File: src/design/gfm_pkg.sv
package gfm_pkg;

  // ***************************************************************
  // Bank sizes
  // ***************************************************************
  localparam int USER_PINS = 30;
  localparam int FLASH_PINS = 6;
  localparam int ALL_PINS = 36;
  localparam int FLASH_BASE = 30;
  localparam int FUNCTION_SELECTOR_W = 5;

  // ***************************************************************
  // Function select codes
  // ***************************************************************
  localparam logic [4:0] FN_FLASH = 5'h00;
  localparam logic [4:0] FN_SPI = 5'h01;
  localparam logic [4:0] FN_UART = 5'h02;
  localparam logic [4:0] FN_I2C = 5'h03;
  localparam logic [4:0] FN_PWM = 5'h04;
  localparam logic [4:0] FN_SOFT_IO = 5'h05;
  localparam logic [4:0] FN_PROG_A = 5'h06;
  localparam logic [4:0] FN_PROG_B = 5'h07;
  localparam logic [4:0] FN_CLOCK = 5'h08;
  localparam logic [4:0] FN_USB = 5'h09;

  // ***************************************************************
  // Override modes for output, enable and input paths
  // ***************************************************************
  localparam logic [1:0] OVR_NORMAL = 2'h0;
  localparam logic [1:0] OVR_INVERT = 2'h1;
  localparam logic [1:0] OVR_LOW = 2'h2;
  localparam logic [1:0] OVR_HIGH = 2'h3;

  // ***************************************************************
  // Fixed pin placements
  // ***************************************************************
  localparam int CLKIN0_PIN = 20;
  localparam int CLKIN1_PIN = 22;
  localparam int USB_OVCUR_SEL = 0;
  localparam int USB_VBUS_DET_SEL = 1;
  localparam int USB_VBUS_EN_SEL = 2;

  function automatic int spi_unit(input int n);
    return (n >> 3) & 1;
  endfunction : spi_unit

  function automatic int uart_unit(input int n);
    return ((n + 4) >> 3) & 1;
  endfunction : uart_unit

  function automatic int i2c_unit(input int n);
    return (n >> 1) & 1;
  endfunction : i2c_unit

  function automatic int role4(input int n);
    return n & 3;
  endfunction : role4

  function automatic int pwm_slice(input int n);
    return (n >> 1) & 7;
  endfunction : pwm_slice

  function automatic int usb_sel(input int n);
    return n % 3;
  endfunction : usb_sel

  // Clock output index on a pin, or -1 where the pin has none.
  function automatic int gpout_index(input int n);
    case (n)
      21: return 0;
      23: return 1;
      24: return 2;
      25: return 3;
      default: return -1;
    endcase
  endfunction : gpout_index

  function automatic logic ovr(input logic v, input logic [1:0] m);
    case (m)
      OVR_INVERT: return ~v;
      OVR_LOW: return 1'b0;
      OVR_HIGH: return 1'b1;
      default: return v;
    endcase
  endfunction : ovr

endpackage : gfm_pkg

File: src/design/gfm_mux.sv
`timescale 1ns/1ns
module gfm_mux (
  // Clock and reset
  input wire logic clk,
  input wire logic srst,
  // Pads: 29..0 user bank, 35..30 flash sck, csn, data 0..3
  input wire logic [35:0] pad_in,
  output logic [35:0] pad_out,
  output logic [35:0] pad_oe,
  // Per-pin control
  input wire logic [29:0][4:0] function_select_field_user,
  input wire logic [5:0][4:0] function_select_field_flash,
  input wire logic [35:0][1:0] out_override,
  input wire logic [35:0][1:0] oe_override,
  input wire logic [35:0][1:0] in_override,
  // Single-cycle software IO
  input wire logic [35:0] soft_io_out,
  input wire logic [35:0] soft_io_oe,
  output logic [35:0] soft_io_in,
  // Programmable IO blocks
  input wire logic [29:0] prog_a_out,
  input wire logic [29:0] prog_a_oe,
  input wire logic [29:0] prog_b_out,
  input wire logic [29:0] prog_b_oe,
  output logic [29:0] prog_in,
  // Serial peripherals, [unit][role]
  input wire logic [1:0][3:0] spi_out,
  input wire logic [1:0][3:0] spi_oe,
  output logic [1:0][3:0] spi_in,
  input wire logic [1:0][3:0] uart_out,
  input wire logic [1:0][3:0] uart_oe,
  output logic [1:0][3:0] uart_in,
  input wire logic [1:0][1:0] i2c_out,
  input wire logic [1:0][1:0] i2c_oe,
  output logic [1:0][1:0] i2c_in,
  // PWM slices, [slice][channel]
  input wire logic [7:0][1:0] pwm_out,
  input wire logic [7:0][1:0] pwm_oe,
  output logic [7:0] pwm_b_in,
  // Clocks
  input wire logic [3:0] general_clock_output,
  output logic [1:0] external_clock_input,
  // USB power
  output logic usb_overcurrent_detect,
  output logic usb_vbus_detect,
  input wire logic usb_vbus_enable,
  // Flash interface
  input wire logic [5:0] flash_execute_in_place_out,
  input wire logic [5:0] flash_execute_in_place_oe,
  output logic [5:0] flash_execute_in_place_in
);

  // ***************************************************************
  // State
  // ***************************************************************
  typedef struct packed {
    logic [35:0] sync1;
    logic [35:0] sync2;
    logic [35:0] sync3;
    logic [35:0] level;
    logic [35:0] pad_out;
    logic [35:0] pad_oe;
    logic [35:0] soft_io_in;
    logic [29:0] prog_in;
    logic [1:0][3:0] spi_in;
    logic [1:0][3:0] uart_in;
    logic [1:0][1:0] i2c_in;
    logic [7:0] pwm_b_in;
    logic [1:0] clk_in;
    logic usb_ovcur;
    logic usb_vbus_det;
    logic [5:0] flash_in;
  } gfm_state_t;

  gfm_state_t st;
  gfm_state_t next_st;
  logic [35:0] lvl;
  logic [35:0] mux_out;
  logic [35:0] mux_oe;

  // ***************************************************************
  // Per-pin output selection
  // ***************************************************************
  genvar g;
  generate
    for (g = 0; g < gfm_pkg::ALL_PINS; g++) begin : g_pin
      localparam int GO = gfm_pkg::gpout_index(g);
      localparam int GI = (GO < 0) ? 0 : GO;
      logic mo;
      logic me;
      assign lvl[g] = gfm_pkg::ovr(st.level[g], in_override[g]);
      if (g < gfm_pkg::USER_PINS) begin : g_user
        localparam int RL = gfm_pkg::role4(g);
        localparam int SU = gfm_pkg::spi_unit(g);
        localparam int UU = gfm_pkg::uart_unit(g);
        localparam int IU = gfm_pkg::i2c_unit(g);
        localparam int PS = gfm_pkg::pwm_slice(g);
        localparam int CH = g & 1;
        localparam int US = gfm_pkg::usb_sel(g);
        always_comb begin
          // Anything not listed below leaves the pad undriven.
          mo = 1'b0;
          me = 1'b0;
          case (function_select_field_user[g])
            gfm_pkg::FN_SPI: begin
              mo = spi_out[SU][RL];
              me = spi_oe[SU][RL];
            end
            gfm_pkg::FN_UART: begin
              mo = uart_out[UU][RL];
              me = uart_oe[UU][RL];
            end
            gfm_pkg::FN_I2C: begin
              mo = i2c_out[IU][CH];
              me = i2c_oe[IU][CH];
            end
            gfm_pkg::FN_PWM: begin
              mo = pwm_out[PS][CH];
              me = pwm_oe[PS][CH];
            end
            gfm_pkg::FN_SOFT_IO: begin
              mo = soft_io_out[g];
              me = soft_io_oe[g];
            end
            gfm_pkg::FN_PROG_A: begin
              mo = prog_a_out[g];
              me = prog_a_oe[g];
            end
            gfm_pkg::FN_PROG_B: begin
              mo = prog_b_out[g];
              me = prog_b_oe[g];
            end
            gfm_pkg::FN_CLOCK: begin
              if (GO >= 0) begin
                mo = general_clock_output[GI];
                me = 1'b1;
              end
            end
            gfm_pkg::FN_USB: begin
              if (US == gfm_pkg::USB_VBUS_EN_SEL) begin
                mo = usb_vbus_enable;
                me = 1'b1;
              end
            end
            default: begin
              mo = 1'b0;
              me = 1'b0;
            end
          endcase
        end
      end else begin : g_flash
        localparam int FI = g - gfm_pkg::FLASH_BASE;
        always_comb begin
          mo = 1'b0;
          me = 1'b0;
          case (function_select_field_flash[FI])
            gfm_pkg::FN_FLASH: begin
              mo = flash_execute_in_place_out[FI];
              me = flash_execute_in_place_oe[FI];
            end
            gfm_pkg::FN_SOFT_IO: begin
              mo = soft_io_out[g];
              me = soft_io_oe[g];
            end
            default: begin
              mo = 1'b0;
              me = 1'b0;
            end
          endcase
        end
      end
      assign mux_out[g] = mo;
      assign mux_oe[g] = me;
    end
  endgenerate

  // ***************************************************************
  // Next state: input sync, input routing, output overrides
  // ***************************************************************
  always_comb begin
    next_st = st;
    // Three-stage sync; the level moves only when the last two agree.
    next_st.sync1 = pad_in;
    next_st.sync2 = st.sync1;
    next_st.sync3 = st.sync2;
    for (int p = 0; p < gfm_pkg::ALL_PINS; p++) begin
      if (st.sync2[p] == st.sync3[p]) begin
        next_st.level[p] = st.sync3[p];
      end
      next_st.pad_out[p] = gfm_pkg::ovr(mux_out[p], out_override[p]);
      next_st.pad_oe[p] = gfm_pkg::ovr(mux_oe[p], oe_override[p]);
    end
    next_st.soft_io_in = lvl;
    next_st.prog_in = lvl[gfm_pkg::USER_PINS-1:0];
    // Unmapped peripheral inputs read low, the identity of the OR.
    next_st.spi_in = '0;
    next_st.uart_in = '0;
    next_st.i2c_in = '0;
    next_st.pwm_b_in = '0;
    next_st.clk_in = '0;
    next_st.usb_ovcur = 1'b0;
    next_st.usb_vbus_det = 1'b0;
    next_st.flash_in = '0;
    for (int n = 0; n < gfm_pkg::USER_PINS; n++) begin
      case (function_select_field_user[n])
        gfm_pkg::FN_SPI: begin
          next_st.spi_in[gfm_pkg::spi_unit(n)][gfm_pkg::role4(n)] |= lvl[n];
        end
        gfm_pkg::FN_UART: begin
          next_st.uart_in[gfm_pkg::uart_unit(n)][gfm_pkg::role4(n)] |=
            lvl[n];
        end
        gfm_pkg::FN_I2C: begin
          next_st.i2c_in[gfm_pkg::i2c_unit(n)][n & 1] |= lvl[n];
        end
        gfm_pkg::FN_PWM: begin
          if ((n & 1) == 1) begin
            next_st.pwm_b_in[gfm_pkg::pwm_slice(n)] |= lvl[n];
          end
        end
        gfm_pkg::FN_CLOCK: begin
          if (n == gfm_pkg::CLKIN0_PIN) begin
            next_st.clk_in[0] = lvl[n];
          end else if (n == gfm_pkg::CLKIN1_PIN) begin
            next_st.clk_in[1] = lvl[n];
          end
        end
        gfm_pkg::FN_USB: begin
          if (gfm_pkg::usb_sel(n) == gfm_pkg::USB_OVCUR_SEL) begin
            next_st.usb_ovcur |= lvl[n];
          end else if (gfm_pkg::usb_sel(n) == gfm_pkg::USB_VBUS_DET_SEL) begin
            next_st.usb_vbus_det |= lvl[n];
          end
        end
        default: begin
        end
      endcase
    end
    for (int f = 0; f < gfm_pkg::FLASH_PINS; f++) begin
      if (function_select_field_flash[f] == gfm_pkg::FN_FLASH) begin
        next_st.flash_in[f] = lvl[gfm_pkg::FLASH_BASE + f];
      end
    end
  end

  always_ff @(posedge clk) begin
    if (srst) begin
      st <= '0;
    end else begin
      st <= next_st;
    end
  end

  // ***************************************************************
  // Outputs
  // ***************************************************************
  assign pad_out = st.pad_out;
  assign pad_oe = st.pad_oe;
  assign soft_io_in = st.soft_io_in;
  assign prog_in = st.prog_in;
  assign spi_in = st.spi_in;
  assign uart_in = st.uart_in;
  assign i2c_in = st.i2c_in;
  assign pwm_b_in = st.pwm_b_in;
  assign external_clock_input = st.clk_in;
  assign usb_overcurrent_detect = st.usb_ovcur;
  assign usb_vbus_detect = st.usb_vbus_det;
  assign flash_execute_in_place_in = st.flash_in;
endmodule : gfm_mux

File: config.mk
export PLATFORM = sky130hd
export DESIGN_NAME = gfm_mux
export DESIGN_NICKNAME = d
export VERILOG_FILES = /design/src/design/gfm_pkg.sv /design/src/design/gfm_mux.sv
export SDC_FILE = /design/constraint.sdc
export NUM_CORES = 1
export LEC_CHECK = 0
export ABC_AREA = 1
export CAP_MARGIN = 5
export CORE_AREA = 2 2 345 347
export DETAILED_ROUTE_END_ITERATION = 16
export DIE_AREA = 0 0 347 349
export DONT_BUFFER_PORTS = 1
export GPL_ROUTABILITY_DRIVEN = 1
export GPL_TIMING_DRIVEN = 0
export PLACE_DENSITY = 0.32
export SLEW_MARGIN = 15
export SYNTH_ARGS = -nofsm -noshare
export SYNTH_HDL_FRONTEND = slang
export SYNTH_SLANG_ARGS = --single-unit
File: constraint.sdc
create_clock -name clk -period 3.24 [get_ports clk]
set_input_delay 0.162 -clock clk [delete_from_list [all_inputs] [get_ports clk]]
set_output_delay 0.162 -clock clk [all_outputs]
set_load 0.05 [all_outputs]
==> metrics.txt <==
status complete, no violations; R2R depth 8; Worst-path clk slew ~0.060 ns; total track usage 17.8%; area used by multi-input combinational logic 0.00983 mm²; Die ar. 0.121 mm²; CP cell instances nand2_1 > xor2_1 > inv_1 > nor2_1 > nand4_1 > dlygate4sd3_1 > nand2_1 > dlygate4sd3_1; first-pass GRT wire length between 150000 and 200000 µm; initial antenna violation count 29; clk_lat worst skew 0.61 ns; Layout Skew around 0.017 ns; WP data required 3.79 ns; final setup vio count 0; Fmax about 340 MHz; Sequential cell area 0.00581 mm²; CP startpoint st[190]; total grt overflow 0; num ports 891; number of enable flip-flop cells after synthesis 0; Yosys top cell area share 30.6%; CP endpoint kind register; Clock Sink Count 290; worst setup path end uart_in[2]; critical path class register to register; largest cells by area after synthesis dfxtp_1 (31%), nand2_1 (14%), nor2_1 (12%); Max Cap Viol 0; Cells after Synth 3176; Yosys warnings 0; Post-CTS Resized 0; Fin Setup TNS 0 ns; Nets 4382; synthesis-stage register bit count 290; Final Hold Vio Count 0; Pwr per Cell Area 407 mW/mm²; 1st-iter DRT viols 1170; Num CTS Buffers 44; antenna viol nets, final 0; Max VDD drop 0.354 mV; highest-delay cell along the critical path xor2_1; port bufs 0; die span in x 347 µm; worst min-delay path class input pin to register; hold-fix buffers at CTS 439; largest area contributor in the netlist dfxtp_1; share of cells above drive strength 1 10.7%; Worst Min Path Start in_override[43]; Critical R2R Capture uart_in[2]; vias in the first global route 21600; Die H 349 µm; Pre-antenna DRT Iters 5; Cell Area, Synth 0.0190 mm²; Final Instance Area 0.0270 mm²; ys async rst share 0%; largest net degree at the start of global routing 12; CP Data Arrival Time 3.45 ns; area growth from synthesis to layout 42.2%; ys flop type dfxtp_1; Placeable Area 0.117 mm²; Unique masters post-synth 42; Worst slew margin 36.4%; post-placement cell area 0.0211 mm²; Slew Viols, Final 0; routed vias/inst 4.12; P_leak 13.2 nW; slew at the pin with the worst max-slew slack about 0.95 ns; wire per inst roughly 21 µm; fill count around 14000; r2r setup slk 0.34 ns; Post-Syn Nets roughly 4000; RSZ-0062 raised after global routing false; Seq/Total Area, Yosys between 30% and 40%; root buf cell clkbuf_16; CTS tree yes; Tmin final 2.90 ns; htree depth 2; Period Utilization, post-route roughly nine tenths; Post-DP HPWL just over 90000 µm; CP max stage delay ~0.67 ns; syn_area_per_cell 5.98 µm²; via count 21600; final wirelength 112000 µm; CP Max Fanout 3; Initial Utilization 16.2%; # DRC 0; CTS max path bufs 3; Core Rows 126; critical path launch point type register; GPL Wtd Cong 0.897; Post-CTS Setup Inserts 0; reg2reg start st[190]
[metrics by stage]
stage | hold WS [ns] | worst slack, ns | util (%) | total power [mW] | cells
floorplan | 0.269 | 2.09 | - | 5.04 | 3176
global route | 0.0433 | 0.0646 | 23.0 | 11.6 | 5240
detailed placement | 0.275 | 0.580 | 17.9 | 5.53 | 4718
finish | 0.0393 | 0.340 | 23.0 | 11.0 | 5245
CTS | 0.00333 | 0.112 | 23.0 | 11.3 | 5235
global placement | 0.275 | 0.0934 | 17.8 | 5.52 | 4712
[where the power goes]
group	total [mW]	internal (mW)	switching, mW
logic	2.06	0.742	1.32
clock network	5.16	3.15	2.01
registers	3.78	3.71	0.0683
[worst min-delay path by stage]
stage                          end  slack [ns]  depth (start not counted)
finish              soft_io_in[21]        0.04                          5
detailed placement    next_st[257]        0.27                          2
global route           pwm_b_in[5]        0.04                          4
global placement      next_st[256]        0.27                          2
floorplan             next_st[248]        0.27                          2
CTS                      i2c_in[1]       0.003                          6
[critical path: cells and delay by family, from the launching register on]
family / cells / cell delay, ns
buffers and inverters: 3 / 1.29
xor gates and xnor gates: 1 / 0.67
and+or+nand+nor: 4 / 0.51
DFF: 1 / 0.34
[layer usage]
layer  vias to the layer above  global-route usage, %  part of all wire [%]
met5                         -                      0                 0.070
met4                        12                   6.59                   3.6
met3                       182                   5.51                   8.2
met2                       777                   30.4                    48
met1                      9765                   20.7                    41
li1                      10900                      -                     -
[placed cells by master, fill, tap and decap left out, types with 4 or more instances in the layout]
master	synthesis	layout
a211oi_1	11	11
a21oi_1	136	136
and3_1	8	8
buf_16	0	4
buf_2	21	27
buf_4	175	175
bufinv_16	0	5
clkbuf_1	9	11
clkbuf_16	0	45
clkbuf_2	0	6
clkbuf_8	0	9
clkinv_2	0	7
dfxtp_1	290	290
diode_2	0	10
dlygate4sd3_1	0	439
inv_1	473	473
inv_2	27	27
nand2_1	721	721
nand3_1	294	294
nand3_2	13	13
nand4_1	116	116
nor2_1	620	620
nor2_2	50	50
nor2_4	9	9
nor3_1	36	36
nor3_2	8	8
nor3b_1	5	5
o211ai_1	4	4
o21ai_0	76	76
o21ai_1	9	9
o21bai_1	4	4
o31ai_1	5	5
xor2_1	24	24
[cell type report]
cell class | instances | area share (%)
inverters | 500 | 6.95
flip-flops and latches | 290 | 21.5
multi-input cells | 2175 | 36.4
clock buffers | 62 | 4.74
repair buffers | 445 | 16.8
plain buffers | 211 | 5.52
well taps | 1536 | 7.12
clock inverters | 16 | 0.853
diodes | 10 | 0.0927
[kinds of logic after synthesis]
kind of cell,count (synthesis),share of synthesized area (%)
xor gates and xnor gates,26,1.20
AOI/OAI and AO/OA,259,7.36
buffers and inverters,711,17.7
and+or+nand+nor,1890,43.2
DFF,290,30.6
[cell usage after synthesis, types with 2 or more instances]
cell type and instances:
nor3_1 36, buf_1 6, and3_1 8, buf_4 175, a21oi_1 136, o31ai_1 5, xnor2_1 2, nor3b_1 5
o21ai_0 76, nor4_1 2, inv_1 473, inv_2 27, a211oi_1 11, o221ai_1 2, a41oi_1 3, buf_2 21
dfxtp_1 290, o22ai_1 2, nand3_2 13, o21bai_1 4, nor2_4 9, xor2_1 24, nand2_2 2, nand4_1 116
nor2_1 620, o21ai_1 9, clkbuf_1 9, nand3_1 294, a31oi_1 3, nor3_2 8, nor2_2 50, o211ai_1 4
nand2_1 721, nand3b_1 2
[sequential cells by signal (all words and copies together) (netlist names), 8 cells and up]
name / count
uart_in: 8
pad_oe: 36
pad_out: 36
next_st: 72
pwm_b_in: 8
soft_io_in: 36
spi_in: 8
st: 72
(Power assumes the default switching activity.)
